`src/design/tmc_defs.svh`:
```
// tmc_defs.svh: offsets, bit positions, reset values and timing counts
// assumes: included by bare name into the timer/counter design files
`ifndef TMC_DEFS_SVH
`define TMC_DEFS_SVH

// ****************************************************************
// timing
// ****************************************************************
`define TMC_CLK_PERIOD_NS 50
`define TMC_PER_DIV 6

// ****************************************************************
// control register bit positions
// ****************************************************************
`define TMC_CTL_IT0 0
`define TMC_CTL_IE0 1
`define TMC_CTL_IT1 2
`define TMC_CTL_IE1 3
`define TMC_CTL_TR0 4
`define TMC_CTL_TF0 5
`define TMC_CTL_TR1 6
`define TMC_CTL_TF1 7

// ****************************************************************
// mode register fields and count byte selects
// ****************************************************************
`define TMC_MOD_T0_LSB 0
`define TMC_MOD_T1_LSB 4
`define TMC_SEL_LOW0 2'h0
`define TMC_SEL_HIGH0 2'h1
`define TMC_SEL_LOW1 2'h2
`define TMC_SEL_HIGH1 2'h3

// ****************************************************************
// reset values
// ****************************************************************
`define TMC_CTL_RST 8'h00
`define TMC_MOD_RST 8'h00
`define TMC_CNT_RST 16'h0000

`endif

```
`src/design/tmc_pkg.sv`:
```
// tmc_pkg.sv: types shared by the timer/counter design files
// assumes: compiled before every module that imports it
package tmc_pkg;

  // ****************************************************************
  // operating modes
  // ****************************************************************
  typedef enum logic [1:0] {
    TMC_M13 = 2'b00,
    TMC_M16 = 2'b01,
    TMC_M8R = 2'b10,
    TMC_MSPLIT = 2'b11
  } tmc_mode_t;

  // ****************************************************************
  // per-timer nibble of the mode register and count pair
  // ****************************************************************
  typedef struct packed {
    logic gate;
    logic ctr;
    tmc_mode_t mode;
  } tmc_cfg_t;

  typedef struct packed {
    logic [7:0] hi;
    logic [7:0] lo;
  } tmc_cnt_t;

  typedef struct packed {
    tmc_cnt_t cnt;
    logic ovf;
  } tmc_step_t;

endpackage : tmc_pkg

```
`src/design/tmc_fall_det.sv`:
```
// tmc_fall_det.sv: samples a count pin once per peripheral cycle
// assumes: pin is synchronous to clk; per_tick is a one-cycle strobe
`timescale 1ns/10ps
module tmc_fall_det
  import tmc_pkg::*;
(
  input wire logic clk,
  input wire logic rst_b,
  input wire logic per_tick,
  input wire logic pin,
  output logic fall
);

  logic smp_reg;

  // ****************************************************************
  // high sample followed by low sample gives one count
  // ****************************************************************
  always_ff @(posedge clk) begin
    if (!rst_b) begin
      smp_reg <= 1'b0;
      fall <= 1'b0;
    end else begin
      fall <= per_tick & smp_reg & ~pin;
      if (per_tick) begin
        smp_reg <= pin;
      end
    end
  end

endmodule : tmc_fall_det

```
`src/design/tmc_tick_gen.sv`:
```
// tmc_tick_gen.sv: timer clock select and peripheral-cycle strobe
// assumes: clk is the oscillator clock; selects are synchronous levels
`timescale 1ns/10ps
`include "tmc_defs.svh"
module tmc_tick_gen
  import tmc_pkg::*;
#(
  parameter int PER_DIV = `TMC_PER_DIV
) (
  input wire logic clk,
  input wire logic rst_b,
  input wire logic clock_double,
  input wire logic x2_mode,
  output logic per_tick
);

  localparam int CW = $clog2(PER_DIV);
  localparam logic [CW-1:0] LAST = CW'(PER_DIV - 1);

  generate
    if (PER_DIV < 2) begin : g_chk
      $error("tmc_tick_gen: PER_DIV must be at least 2");
    end
  endgenerate

  logic half_reg;
  logic [CW-1:0] div_reg;
  logic tclk_en;

  // ****************************************************************
  // timer clock: osc/2 when doubled or standard, osc in x2 mode
  // ****************************************************************
  assign tclk_en = (clock_double | ~x2_mode) ? half_reg : 1'b1;

  always_ff @(posedge clk) begin
    if (!rst_b) begin
      half_reg <= 1'b0;
    end else begin
      half_reg <= ~half_reg;
    end
  end

  // ****************************************************************
  // six timer clocks make one peripheral cycle
  // ****************************************************************
  always_ff @(posedge clk) begin
    if (!rst_b) begin
      div_reg <= '0;
      per_tick <= 1'b0;
    end else begin
      per_tick <= tclk_en && (div_reg == LAST);
      if (tclk_en) begin
        div_reg <= (div_reg == LAST) ? '0 : div_reg + CW'(1);
      end
    end
  end

endmodule : tmc_tick_gen

```
`src/design/tmc_timers.sv`:
```
// tmc_timers.sv: two 16-bit timer/counters with control and mode regs
// assumes: software strobes are one-cycle pulses synchronous to clk;
// count and gate pins are synchronous levels
`timescale 1ns/10ps
`include "tmc_defs.svh"

module tmc_timers
  import tmc_pkg::*;
#(
  parameter int PER_DIV = `TMC_PER_DIV
) (
  input wire logic clk,
  input wire logic rst_b,
  input wire logic x2_mode,
  input wire logic timer0_clock_double,
  input wire logic timer1_clock_double,
  input wire logic count_pin0,
  input wire logic count_pin1,
  input wire logic external_interrupt_pin0,
  input wire logic external_interrupt_pin1,
  input wire logic ctl_wr,
  input wire logic [7:0] ctl_wdata,
  input wire logic mod_wr,
  input wire logic [7:0] mod_wdata,
  input wire logic cnt_wr,
  input wire logic [1:0] cnt_sel,
  input wire logic [7:0] cnt_wdata,
  input wire logic timer0_irq_ack,
  input wire logic timer1_irq_ack,
  input wire logic ext0_irq_ack,
  input wire logic ext1_irq_ack,
  output logic [7:0] timer_control_register,
  output logic [7:0] timer_mode_register,
  output tmc_cnt_t timer0_count,
  output tmc_cnt_t timer1_count,
  output logic timer0_irq,
  output logic timer1_irq
);

  generate
    if (PER_DIV < 2) begin : g_chk
      $error("tmc_timers: PER_DIV must be at least 2");
    end
  endgenerate

  // ****************************************************************
  // one counting step for the selected mode
  // ****************************************************************
  function automatic tmc_step_t step(input tmc_mode_t m, input tmc_cnt_t c);
    tmc_step_t r;
    r.cnt = c;
    r.ovf = 1'b0;
    unique case (m)
      TMC_M13: begin
        r.cnt.lo[4:0] = c.lo[4:0] + 5'h01;
        if (c.lo[4:0] == 5'h1F) begin
          r.cnt.hi = c.hi + 8'h01;
          r.ovf = (c.hi == 8'hFF);
        end
      end
      TMC_M16: begin
        {r.ovf, r.cnt} = {1'b0, c} + 17'h00001;
      end
      TMC_M8R: begin
        if (c.lo == 8'hFF) begin
          r.cnt.lo = c.hi;
          r.ovf = 1'b1;
        end else begin
          r.cnt.lo = c.lo + 8'h01;
        end
      end
      TMC_MSPLIT: begin
        {r.ovf, r.cnt.lo} = {1'b0, c.lo} + 9'h001;
      end
    endcase
    return r;
  endfunction : step

  // ****************************************************************
  // state
  // ****************************************************************
  logic [7:0] ctl_reg;
  logic [7:0] mod_reg;
  tmc_cnt_t cnt0_reg;
  tmc_cnt_t cnt1_reg;
  tmc_cnt_t cnt0_next;
  tmc_cnt_t cnt1_next;
  logic [1:0] int_prev_reg;

  tmc_cfg_t cfg0;
  tmc_cfg_t cfg1;
  tmc_step_t st0;
  tmc_step_t st1;
  logic [1:0] tick;
  logic [1:0] fall;
  logic split;
  logic run0;
  logic run1;
  logic inc0;
  logic inc0h;
  logic inc1;
  logic set_tf0;
  logic set_tf1;
  logic set_ie0;
  logic set_ie1;

  // ****************************************************************
  // clock strobes and pin samplers, one per timer
  // ****************************************************************
  logic [1:0] clk_dbl;
  logic [1:0] cpin;
  assign clk_dbl = {timer1_clock_double, timer0_clock_double};
  assign cpin = {count_pin1, count_pin0};

  generate
    for (genvar i = 0; i < 2; i++) begin : g_tmr
      tmc_tick_gen #(
        .PER_DIV(PER_DIV)
      ) u_tick (
        .clk(clk),
        .rst_b(rst_b),
        .clock_double(clk_dbl[i]),
        .x2_mode(x2_mode),
        .per_tick(tick[i])
      );
      tmc_fall_det u_fall (
        .clk(clk),
        .rst_b(rst_b),
        .per_tick(tick[i]),
        .pin(cpin[i]),
        .fall(fall[i])
      );
    end
  endgenerate

  // ****************************************************************
  // configuration decode
  // ****************************************************************
  assign cfg0 = tmc_cfg_t'(mod_reg[`TMC_MOD_T0_LSB +: 4]);
  assign cfg1 = tmc_cfg_t'(mod_reg[`TMC_MOD_T1_LSB +: 4]);
  assign split = (cfg0.mode == TMC_MSPLIT);

  // ****************************************************************
  // run and gate logic
  // ****************************************************************
  assign run0 = ctl_reg[`TMC_CTL_TR0] &
                (~cfg0.gate | external_interrupt_pin0);
  assign inc0 = run0 & (cfg0.ctr ? fall[0] : tick[0]);
  assign inc0h = split & ctl_reg[`TMC_CTL_TR1] & tick[0];

  // timer 1 runs without its run bit while timer 0 is split
  assign run1 = (split | ctl_reg[`TMC_CTL_TR1]) &
                (~cfg1.gate | external_interrupt_pin1) &
                (cfg1.mode != TMC_MSPLIT);
  assign inc1 = run1 & (cfg1.ctr ? fall[1] : tick[1]);

  assign st0 = step(cfg0.mode, cnt0_reg);
  assign st1 = step(cfg1.mode, cnt1_reg);

  // ****************************************************************
  // overflow events
  // ****************************************************************
  assign set_tf0 = inc0 & st0.ovf;
  assign set_tf1 = split ? (inc0h & (cnt0_reg.hi == 8'hFF))
                         : (inc1 & st1.ovf);

  // ****************************************************************
  // external interrupt flags: edge or level per type bit
  // ****************************************************************
  assign set_ie0 = ctl_reg[`TMC_CTL_IT0] ?
                   (int_prev_reg[0] & ~external_interrupt_pin0) :
                   ~external_interrupt_pin0;
  assign set_ie1 = ctl_reg[`TMC_CTL_IT1] ?
                   (int_prev_reg[1] & ~external_interrupt_pin1) :
                   ~external_interrupt_pin1;

  always_ff @(posedge clk) begin
    if (!rst_b) begin
      int_prev_reg <= 2'h3;
    end else begin
      int_prev_reg <= {external_interrupt_pin1, external_interrupt_pin0};
    end
  end

  // ****************************************************************
  // next count values: counting, then software writes
  // ****************************************************************
  always_comb begin
    cnt0_next = cnt0_reg;
    if (inc0) begin
      cnt0_next = st0.cnt;
    end
    if (inc0h) begin
      cnt0_next.hi = cnt0_reg.hi + 8'h01;
    end
    if (cnt_wr && (cnt_sel == `TMC_SEL_LOW0)) begin
      cnt0_next.lo = cnt_wdata;
    end
    if (cnt_wr && (cnt_sel == `TMC_SEL_HIGH0)) begin
      cnt0_next.hi = cnt_wdata;
    end
  end

  always_comb begin
    cnt1_next = cnt1_reg;
    if (inc1) begin
      cnt1_next = st1.cnt;
    end
    if (cnt_wr && (cnt_sel == `TMC_SEL_LOW1)) begin
      cnt1_next.lo = cnt_wdata;
    end
    if (cnt_wr && (cnt_sel == `TMC_SEL_HIGH1)) begin
      cnt1_next.hi = cnt_wdata;
    end
  end

  // ****************************************************************
  // count registers, untouched by the run bit itself
  // ****************************************************************
  always_ff @(posedge clk) begin
    if (!rst_b) begin
      cnt0_reg <= `TMC_CNT_RST;
    end else begin
      cnt0_reg <= cnt0_next;
    end
  end

  always_ff @(posedge clk) begin
    if (!rst_b) begin
      cnt1_reg <= `TMC_CNT_RST;
    end else begin
      cnt1_reg <= cnt1_next;
    end
  end

  // ****************************************************************
  // mode register
  // ****************************************************************
  always_ff @(posedge clk) begin
    if (!rst_b) begin
      mod_reg <= `TMC_MOD_RST;
    end else if (mod_wr) begin
      mod_reg <= mod_wdata;
    end
  end

  // ****************************************************************
  // control register: run and type bits from software
  // ****************************************************************
  always_ff @(posedge clk) begin
    if (!rst_b) begin
      ctl_reg[`TMC_CTL_IT0] <= 1'b0;
      ctl_reg[`TMC_CTL_IT1] <= 1'b0;
      ctl_reg[`TMC_CTL_TR0] <= 1'b0;
      ctl_reg[`TMC_CTL_TR1] <= 1'b0;
    end else if (ctl_wr) begin
      ctl_reg[`TMC_CTL_IT0] <= ctl_wdata[`TMC_CTL_IT0];
      ctl_reg[`TMC_CTL_IT1] <= ctl_wdata[`TMC_CTL_IT1];
      ctl_reg[`TMC_CTL_TR0] <= ctl_wdata[`TMC_CTL_TR0];
      ctl_reg[`TMC_CTL_TR1] <= ctl_wdata[`TMC_CTL_TR1];
    end
  end

  // ****************************************************************
  // flags: hardware set wins over software write and service clear
  // ****************************************************************
  always_ff @(posedge clk) begin
    if (!rst_b) begin
      ctl_reg[`TMC_CTL_TF0] <= 1'b0;
    end else if (set_tf0) begin
      ctl_reg[`TMC_CTL_TF0] <= 1'b1;
    end else if (ctl_wr) begin
      ctl_reg[`TMC_CTL_TF0] <= ctl_wdata[`TMC_CTL_TF0];
    end else if (timer0_irq_ack) begin
      ctl_reg[`TMC_CTL_TF0] <= 1'b0;
    end
  end

  always_ff @(posedge clk) begin
    if (!rst_b) begin
      ctl_reg[`TMC_CTL_TF1] <= 1'b0;
    end else if (set_tf1) begin
      ctl_reg[`TMC_CTL_TF1] <= 1'b1;
    end else if (ctl_wr) begin
      ctl_reg[`TMC_CTL_TF1] <= ctl_wdata[`TMC_CTL_TF1];
    end else if (timer1_irq_ack) begin
      ctl_reg[`TMC_CTL_TF1] <= 1'b0;
    end
  end

  always_ff @(posedge clk) begin
    if (!rst_b) begin
      ctl_reg[`TMC_CTL_IE0] <= 1'b0;
    end else if (set_ie0) begin
      ctl_reg[`TMC_CTL_IE0] <= 1'b1;
    end else if (ctl_wr) begin
      ctl_reg[`TMC_CTL_IE0] <= ctl_wdata[`TMC_CTL_IE0];
    end else if (ext0_irq_ack || !ctl_reg[`TMC_CTL_IT0]) begin
      ctl_reg[`TMC_CTL_IE0] <= 1'b0;
    end
  end

  always_ff @(posedge clk) begin
    if (!rst_b) begin
      ctl_reg[`TMC_CTL_IE1] <= 1'b0;
    end else if (set_ie1) begin
      ctl_reg[`TMC_CTL_IE1] <= 1'b1;
    end else if (ctl_wr) begin
      ctl_reg[`TMC_CTL_IE1] <= ctl_wdata[`TMC_CTL_IE1];
    end else if (ext1_irq_ack || !ctl_reg[`TMC_CTL_IT1]) begin
      ctl_reg[`TMC_CTL_IE1] <= 1'b0;
    end
  end

  // ****************************************************************
  // outputs, each straight from a register
  // ****************************************************************
  assign timer_control_register = ctl_reg;
  assign timer_mode_register = mod_reg;
  assign timer0_count = cnt0_reg;
  assign timer1_count = cnt1_reg;
  assign timer0_irq = ctl_reg[`TMC_CTL_TF0];
  assign timer1_irq = ctl_reg[`TMC_CTL_TF1];

endmodule : tmc_timers

```
`config.mk`:
```
export PLATFORM = sky130hd
export DESIGN_NAME = tmc_timers
export DESIGN_NICKNAME = d
export VERILOG_FILES = /design/src/design/tmc_pkg.sv /design/src/design/tmc_fall_det.sv /design/src/design/tmc_tick_gen.sv /design/src/design/tmc_timers.sv
export VERILOG_INCLUDE_DIRS = /design/src /design/src/design
export SDC_FILE = /design/constraint.sdc
export NUM_CORES = 1
export LEC_CHECK = 0
export BUFFER_PORTS_ARGS = -buffer_cell sky130_fd_sc_hd__buf_2
export CORE_ASPECT_RATIO = 0.8
export CORE_MARGIN = 2
export CORE_UTILIZATION = 45
export DETAILED_ROUTE_END_ITERATION = 12
export PLACE_DENSITY = 0.7
export SETUP_SLACK_MARGIN = 0.5
export SYNTH_ARGS = -nofsm -noshare
export SYNTH_HDL_FRONTEND = slang
export SYNTH_SLANG_ARGS = --single-unit
export TNS_END_PERCENT = 20
```
`constraint.sdc`:
```
create_clock -name clk -period 4.8 [get_ports clk]
set_input_delay 0.96 -clock clk [delete_from_list [all_inputs] [get_ports clk]]
set_output_delay 0.96 -clock clk [all_outputs]
set_load 0.005 [all_outputs]
```
==> results of run 1 <==
## report_power, final
group	leakage, nW	switching (mW)	total [mW]	internal, mW
sequential	0.525	0.0344	0.591	0.557
clock	0.111	0.236	0.535	0.299
combinational	1.08	0.0731	0.138	0.0650
## worst max-delay path, stage by stage, from the launching register on
cell      delay [ps]
dfxtp_1          450
ha_1             240
and3_1           350
ha_1             240
o21bai_1          60
o41a_1           480
nor4_1           440
xnor2_1          170
a21oi_1           80
## how the worst max path moves through the flow
stage | cells past startpoint | start | end | slack [ps]
4_1_cts | 8 | timer0_count[0] | timer0_count[13] | 2200
5_1_grt | 8 | timer0_count[0] | timer0_count[15] | 1960
2_1_floorplan | 10 | timer0_count[0] | timer0_count[13] | 2580
6_report | 8 | timer0_count[0] | timer0_count[13] | 2150
3_5_place_dp | 4 | rst_b | timer1_count[4] | 2120
3_3_place_gp | 4 | rst_b | timer1_count[4] | 2140
## cell usage after synthesis, drive strengths merged, types with 6 or more instances
library cell | n | area share (%)
xnor2 | 11 | 2.8
nor2 | 41 | 4.5
o22ai | 7 | 1.3
nor2b | 8 | 1.5
nor3 | 7 | 1.0
clkbuf | 14 | 1.5
nor3b | 6 | 1.3
or3 | 6 | 1.1
nand3 | 17 | 2.5
a21oi | 32 | 4.7
nand2 | 25 | 2.7
mux2i | 25 | 7.3
nand4 | 7 | 1.3
and3 | 6 | 1.1
inv | 7 | 0.77
buf | 8 | 1.6
dfxtp | 64 | 37
ha | 6 | 2.2
o21ai | 29 | 4.2
## metrics by stage
step           utilization [%]  power [mW]  setup WS (ps)  hold slack (ps)
2_1_floorplan                -      0.6764           2579            403.3
3_3_place_gp             52.69      0.7354           2142            411.1
3_5_place_dp             52.69      0.7400           2117            420.9
4_1_cts                  55.75       1.272           2196            431.5
5_1_grt                  55.75       1.316           1957            469.6
6_report                 55.75       1.264           2145            433.0
## final cells by class
type / instances / area, sq um / area share, %
Multi-Input combinational cell: 309 / 2001 / 48.54
Clock inverter: 7 / 102.6 / 2.489
Tap cell: 105 / 131.4 / 3.188
Clock buffer: 9 / 123.9 / 3.005
Inverter: 7 / 26.28 / 0.6375
Timing Repair Buffer: 91 / 455.4 / 11.05
Sequential cell: 64 / 1281 / 31.09
## cell families after synthesis
logic type,Yosys count,synth area share (%)
buf+inv,29,3.955
simple gates,153,24.09
xor+xnor,16,4.101
flops,64,37.50
mux,27,7.982
fa+ha+maj,6,2.197
compound gates,107,20.18
## per-layer routing
metal | track usage [%] | vias up | part of all wire, %
li1 | - | 1643 | -
met1 | 32.39 | 1586 | 48
met2 | 33.38 | 151 | 43
met3 | 5.957 | 6 | 8.5
met4 | 7.162 | 0 | 0.61
met5 | 0 | - | 0
==> results.json, run 1 <==
{
  "relSlewSlack_pct": 24.08,
  "clock_latency_ps": 340,
  "r2r_cells": 8,
  "ctsResizeCount": 0,
  "path_max_fanout": 10,
  "cp_data_arrival_time_ps": 2860,
  "drive_above_1_share_pct": 24.44,
  "die_w_um": 101.4,
  "postCtsHoldBufs": 0,
  "cts_buffer_depth": 2,
  "ys.flop_type": "dfxtp_1",
  "yosysUniqueCellTypes": 58,
  "die_y_um": 81.94,
  "antenna_found_initial": 0,
  "wl_per_cell_um": 15.83,
  "drt_pass1_iterations": 5,
  "setup_viol": 0,
  "hold_class": "register to register",
  "ant_nets": 0,
  "skew_ps": 7.697,
  "drv_slew": 0,
  "whs_endpoint": "g_tmr[0].u_tick.half_reg",
  "tightest_slew_ps": 1136,
  "timing.critical_path.required_ps": 5010,
  "drcViolationCount": 0,
  "grt_first_pass_wirelength_um": 14580,
  "overflow": 0,
  "start_util_pct": 46.23,
  "hpwlAfterDp_um": 6784,
  "synth_seq_area_share_pct": 37.50,
  "cts_sinks": 64,
  "ff2ff_setup_slack_ps": 2150,
  "cts-root-buf": "clkbuf_8",
  "area_delta_synth_final_pct": 20.62,
  "fmax_ghz": 0.3767,
  "reg2reg_to": "timer0_count[13]",
  "clk_pin_slew_ps": 80,
  "diodes": 0,
  "final_cells": 592,
  "timing.final.crit_share_pct": 55.31,
  "grt_setup_unrepaired": "false",
  "layout.nets": 530,
  "dieArea_sq_um": 8311,
  "vdd_drop_max_mv": 0.1356,
  "outcome": "complete, no violations",
  "routabilityCongestion": 0.9067,
  "hold_viol": 0,
  "synth_area_sq_um": 3417,
  "fin_crit_ps": 2655,
  "synth_area_per_cell_sq_um": 8.500,
  "grt_start_max_net_pins": 37,
  "final_common_cell": "buf_2",
  "drtIter0Drc": 210,
  "path_class": "register to register",
  "nFillCells": 671,
  "min_path_cells": 1,
  "grt_pass1_vias": 2939,
  "cts_tree": "done",
  "synth_warnings": 0,
  "ios": 92,
  "p_per_area_nw_per_um2": 306.8,
  "numCtsBuffers": 9,
  "reg2reg_from": "timer0_count[0]",
  "maxCapViolCount": 0,
  "via_per_inst": 5.720,
  "syn_inst": 402,
  "startpoint_type": "register",
  "leakagePower_nw": 1.712,
  "synth_nets": 450,
  "async_flop_share_pct": 0,
  "htree_levels": 3,
  "worstHoldStart": "g_tmr[0].u_tick.half_reg",
  "ys_ff_latch": 64,
  "stdcell_area_sq_um": 4121,
  "synth_edf_count": 0,
  "endpoint_kind": "register",
  "core-area_sq_um": 7392,
  "final_cell_mix": "buf_2, dfxtp_1, nor2_1",
  "port_buffers": 91,
  "dpl.cell_count": 576,
  "placed_area_sq_um": 3895,
  "drt-total-wl_um": 9373,
  "rows": 28,
  "grt_usage_pct": 22.70,
  "fin_setup_tns_ps": 0,
  "post_cts_buffers": 0,
  "vias": 3386
}
Power figures use the tool's default switching activity.
==> inputs of run 2 (changes only) <==
==> constraint.sdc (replaced) <==
create_clock -name clk -period 2.7 [get_ports clk]
set_input_delay 0.54 -clock clk [delete_from_list [all_inputs] [get_ports clk]]
set_output_delay 0.54 -clock clk [all_outputs]
set_load 0.005 [all_outputs]
==> results.json, run 2 (same netlist as run 1, synthesis figures left out) <==
{
  "stdcell_area_sq_um": 4257,
  "ff2ff_setup_slack_ps": 480,
  "cts_tree": "done",
  "start_util_pct": 46.23,
  "fin_setup_tns_ps": 0,
  "drt-total-wl_um": 9939,
  "grt_start_max_net_pins": 36,
  "endpoint_kind": "register",
  "maxCapViolCount": 0,
  "via_per_inst": 5.814,
  "drive_above_1_share_pct": 27.16,
  "grt_first_pass_wirelength_um": 15660,
  "drcViolationCount": 0,
  "timing.critical_path.required_ps": 2970,
  "clk_pin_slew_ps": 80,
  "grt_setup_unrepaired": "true",
  "rows": 28,
  "numCtsBuffers": 9,
  "timing.final.crit_share_pct": 82.24,
  "startpoint_type": "register",
  "clock_latency_ps": 360,
  "wl_per_cell_um": 16.51,
  "htree_levels": 3,
  "setup_viol": 0,
  "whs_endpoint": "int_prev_reg[0]",
  "dieArea_sq_um": 8311,
  "fmax_ghz": 0.4504,
  "drtIter0Drc": 172,
  "area_delta_synth_final_pct": 24.57,
  "outcome": "complete, no violations",
  "min_path_cells": 2,
  "tightest_slew_ps": 702.1,
  "drt_pass1_iterations": 5,
  "drv_slew": 0,
  "ant_nets": 0,
  "cts_sinks": 64,
  "placed_area_sq_um": 3940,
  "cp_data_arrival_time_ps": 2490,
  "vdd_drop_max_mv": 0.2701,
  "postCtsHoldBufs": 0,
  "antenna_found_initial": 0,
  "ios": 92,
  "die_y_um": 81.94,
  "routabilityCongestion": 0.9841,
  "reg2reg_to": "timer0_count[8]",
  "reg2reg_from": "timer0_count[2]",
  "cts-root-buf": "clkbuf_8",
  "diodes": 0,
  "grt_pass1_vias": 3148,
  "vias": 3500,
  "leakagePower_nw": 1.751,
  "cts_buffer_depth": 2,
  "final_common_cell": "buf_2",
  "hpwlAfterDp_um": 6914,
  "path_max_fanout": 8,
  "whs_ps": 416.3,
  "fin_crit_ps": 2220,
  "hold_viol": 0,
  "core-area_sq_um": 7392,
  "path_class": "register to register",
  "skew_ps": 14.29,
  "r2r_cells": 6,
  "die_w_um": 101.4,
  "grt_usage_pct": 24.23,
  "overflow": 0,
  "port_buffers": 91,
  "hold_class": "input port to register",
  "relSlewSlack_pct": 53.14,
  "worstHoldStart": "external_interrupt_pin0",
  "layout.nets": 540,
  "final_cell_mix": "buf_2, dfxtp_1, nor2_1",
  "p_per_area_nw_per_um2": 527.6
}
==> run 2: cell types whose count changed in the layout (fill, tap and decap cells not counted), sizes merged <==
cell,previous run,this run
o41a,1,2
inv,10,7
buf,91,100
clkinvlp,1,2
clkbuf,9,11
==> run 2: worst max-delay path by stage <==
stage / start / endpoint / cells after the start
CTS: timer0_count[0] / timer0_count[8] / 7
global route: timer0_count[2] / timer0_count[8] / 6
detailed placement: timer0_count[0] / timer0_count[15] / 8
floorplan: timer0_count[0] / timer0_count[13] / 10
global placement: timer0_count[0] / timer0_count[13] / 8
finish: timer0_count[2] / timer0_count[8] / 6
==> run 2: critical path: stages (launching register included) <==
cell      delay (ps)
dfxtp_1          460
and3_4           260
ha_4             150
o21bai_4          70
o41a_1           550
or3_1            410
a311oi_1         240
==> run 2: layout make-up <==
class | instances | area [sq um]
clock buffer | 11 | 141.4
clock inverter | 5 | 80.08
fill | 736 | 3136
inverter | 7 | 26.28
multi-input combinational | 310 | 2066
sequential | 64 | 1289
tap | 105 | 131.4
timing repair buffer | 100 | 523.0
==> run 2: repair_timing <==
item,in CTS,in global routing
buffers inserted,3,0
gates cloned,1,0
setup endpoints to repair,8,14
gates resized for setup,13,1
pin swaps,5,1
==> run 2: report_power, final <==
| part | switching, mW | internal (mW) | leakage, nW | total [mW] |
|---|---|---|---|---|
| clock network | 0.391 | 0.544 | 0.106 | 0.935 |
| registers | 0.0590 | 0.990 | 0.526 | 1.05 |
| logic | 0.139 | 0.123 | 1.12 | 0.262 |
==> run 2: per-layer routing <==
| metal | track usage, % | up-vias | share of wire (%) |
|---|---|---|---|
| met4 | 6.351 | 0 | 1.3 |
| met5 | 0 | - | 0 |
| li1 | - | 1672 | - |
| met2 | 38.74 | 160 | 45 |
| met1 | 32.83 | 1653 | 46 |
| met3 | 5.957 | 15 | 7.9 |
==> run 2: stage by stage <==
| step | total power, mW | instances | utilization (%) | setup slack, ps |
|---|---|---|---|---|
| after detailed placement | 1.322 | 582 | 53.30 | 187.1 |
| after global placement | 1.315 | 582 | 53.30 | 310.8 |
| after global routing | 2.331 | 602 | 57.58 | 367.2 |
| final | 2.246 | 602 | 57.58 | 479.5 |
| after CTS | 2.258 | 602 | 57.58 | 526.1 |
| after floorplan | 1.203 | 402 | - | 478.7 |
==> inputs of run 3 (changes only) <==
--- a/config.mk
+++ b/config.mk
@@ -6,12 +6,13 @@
 export SDC_FILE = /design/constraint.sdc
 export NUM_CORES = 1
 export LEC_CHECK = 0
+export ABC_AREA = 1
 export BUFFER_PORTS_ARGS = -buffer_cell sky130_fd_sc_hd__buf_2
 export CORE_ASPECT_RATIO = 0.8
 export CORE_MARGIN = 2
 export CORE_UTILIZATION = 45
 export DETAILED_ROUTE_END_ITERATION = 12
-export PLACE_DENSITY = 0.7
+export PLACE_DENSITY = 0.69
 export SETUP_SLACK_MARGIN = 0.5
 export SYNTH_ARGS = -nofsm -noshare
 export SYNTH_HDL_FRONTEND = slang
==> constraint.sdc (replaced) <==
create_clock -name clk -period 2.1 [get_ports clk]
set_input_delay 0.42 -clock clk [delete_from_list [all_inputs] [get_ports clk]]
set_output_delay 0.42 -clock clk [all_outputs]
set_load 0.005 [all_outputs]
==> results.json, run 3 <==
{
  "core-area_sq_um": 8446,
  "grt_use_met1_pct": 38.05,
  "drcViolationCount": 0,
  "drt-total-wl_um": 12350,
  "dieArea_sq_um": 9458,
  "cp_data_arrival_time_ps": 2020,
  "drtIter0Drc": 418,
  "grt_usage_pct": 27.06,
  "synth_nets": 656,
  "drt_pass1_iterations": 5,
  "cp-startpoint": "timer1_count[1]",
  "fin_setup_tns_ps": 0,
  "slowest_delay_ps": 370,
  "grt_setup_unrepaired": "true",
  "maxCapViolCount": 0,
  "start_util_pct": 46.31,
  "routabilityCongestion": 0.9395,
  "hold_class": "input port to register",
  "yosysUniqueCellTypes": 41,
  "synth_edf_count": 0,
  "cp_top_family": "simple AND/OR/NAND/NOR gates",
  "port_buffers": 91,
  "final_cell_mix": "nand2_1, buf_2, nor2_1",
  "area_delta_synth_final_pct": 25.34,
  "cts_sinks": 64,
  "clock_latency_ps": 360,
  "drive_above_1_share_pct": 27.26,
  "path_cells": "ha_4 -> nand2_4 -> nor2_4 -> buf_4 -> buf_4 -> nand3_2 -> inv_2 -> nand2_1 -> nand3_1 -> nand2_1 -> a21oi_1",
  "setup_viol": 0,
  "rows": 30,
  "vdd_drop_max_mv": 0.4282,
  "htree_levels": 3,
  "hold_viol": 0,
  "reg2reg_to": "timer1_count[6]",
  "outcome": "complete, no violations",
  "die_y_um": 87.39,
  "cts-root-buf": "clkbuf_8",
  "yosysTopAreaCell": "dfxtp_1",
  "die_w_um": 108.2,
  "final_common_cell": "nand2_1",
  "ios": 92,
  "antenna_found_initial": 0,
  "whs_ps": 232.9,
  "synth_top_cell_area_share_pct": 32.76,
  "busiest_layer": "met2",
  "ff2ff_setup_slack_ps": 370,
  "overflow": 0,
  "clk_pin_slew_ps": 70,
  "grt_first_pass_wirelength_um": 19780,
  "synthTopCellsByArea": "dfxtp_1, nand2_1, nor2_1",
  "synth_area_sq_um": 3911,
  "timing.critical_path.required_ps": 2390,
  "syn_inst": 608,
  "synth_area_per_cell_sq_um": 6.433,
  "ys_ff_latch": 64,
  "hpwlAfterDp_um": 9212,
  "grt_pass1_vias": 4002,
  "whs_endpoint": "g_tmr[0].u_fall.fall",
  "min_path_cells": 2,
  "drv_slew": 0,
  "layout.nets": 762,
  "grt_start_max_net_pins": 30,
  "cp_slowest_cell": "dfxtp_4",
  "vias": 4401,
  "postCtsHoldBufs": 0,
  "diodes": 0,
  "fmax_ghz": 0.5776,
  "endpoint_kind": "register",
  "r2r_cells": 11,
  "p_per_area_nw_per_um2": 575.5,
  "wl_per_cell_um": 14.87,
  "relSlewSlack_pct": 72.66,
  "worstHoldStart": "count_pin0",
  "path_max_fanout": 8,
  "reg2reg_from": "timer1_count[1]",
  "critPathBufInv": 3,
  "cts_buffer_depth": 2,
  "synth_warnings": 0,
  "synth_common_cells": "nand2_1, nor2_1, inv_1",
  "cts_tree": "done",
  "yosysMostFrequentCell": "nand2_1",
  "ys.flop_type": "dfxtp_1",
  "grt_util_met3_pct": 6.731,
  "skew_ps": 4.512,
  "fin_crit_ps": 1731,
  "via_per_inst": 5.296,
  "grt_util_met2_pct": 41.11,
  "tightest_slew_ps": 408.6,
  "leakagePower_nw": 2.307,
  "numCtsBuffers": 9,
  "ant_nets": 0,
  "timing.final.crit_share_pct": 82.44,
  "startpoint_type": "register",
  "async_flop_share_pct": 0,
  "synth_seq_area_share_pct": 32.76,
  "path_class": "register to register"
}
## run 3: cell count changes in the layout (fill, tap and decap cells not counted), sizes merged, moves of 6 or more
cell | before | now
mux2i | 25 | 0
or3 | 6 | 0
a21oi | 32 | 49
inv | 7 | 88
xnor2 | 11 | 1
nor2b | 8 | 0
o21ai | 29 | 43
nor2 | 41 | 84
and3 | 6 | 0
buf | 100 | 108
nand3 | 17 | 46
nand2 | 25 | 157
## run 3: what timing repair did
action | 4_1_cts | 5_1_grt
pin swaps | 8 | 4
setup endpoints to repair | 20 | 34
hold endpoints to repair | 0 | 0
gates resized for setup | 14 | 9
setup buffers | 8 | 1
cloned | 1 | 0
## run 3: cells by family after synthesis
logic type	Yosys count	synth area share, %
compound gates	119	16.89
xor+xnor	5	1.120
fa+ha+maj	6	1.919
buf+inv	101	10.49
flops	64	32.76
simple gates	313	36.82
## run 3: power by group
part	internal, mW	switching, mW	leakage (nW)
combinational	0.161	0.251	1.68
clock	0.548	0.535	0.0995
sequential	1.27	0.0607	0.527
## run 3: metal layers
layer	part of all wire (%)	routed length, um
met2	43	5302
met5	0	0
met3	9.0	1112
met4	1.9	235
met1	46	5702
## run 3: worst reg2reg max path, cell delays in order, from the launching register on
cell,delay (ps)
dfxtp_4,370
ha_4,150
nand2_4,70
nor2_4,130
buf_4,120
buf_4,110
nand3_2,170
inv_2,190
nand2_1,80
nand3_1,100
nand2_1,60
a21oi_1,130
## run 3: metrics by stage
| stage | worst slack [ps] | cell area (sq um) | cells | total power [mW] | util [%] |
|---|---|---|---|---|---|
| 2_1_floorplan | 434.7 | 3959 | 608 | 1.578 | - |
| 5_1_grt | 279.7 | 4902 | 831 | 2.942 | 58.04 |
| 6_report | 368.7 | 4902 | 831 | 2.821 | 58.04 |
| 3_3_place_gp | 321.1 | 4531 | 805 | 1.738 | 53.64 |
| 3_5_place_dp | 232.4 | 4531 | 805 | 1.744 | 53.64 |
| 4_1_cts | 388.0 | 4850 | 830 | 2.827 | 57.42 |
## run 3: layout make-up
| class | instances | area [sq um] |
|---|---|---|
| tap | 112 | 140.1 |
| fill | 840 | 3543 |
| multi-input combinational | 444 | 2366 |
| clock buffer | 9 | 123.9 |
| sequential | 64 | 1291 |
| clock inverter | 7 | 71.32 |
| inverter | 87 | 326.6 |
| timing repair buffer | 108 | 583.1 |
## run 3: how the worst max path moves through the flow
stage                       endpoint  slack [ps]  cells after the start
global placement    timer0_count[13]         320                     11
floorplan           timer1_count[10]         430                     12
CTS                 timer1_count[14]         390                     12
detailed placement  timer0_count[12]         230                     11
finish               timer1_count[6]         370                     11
global route        timer1_count[14]         280                     12
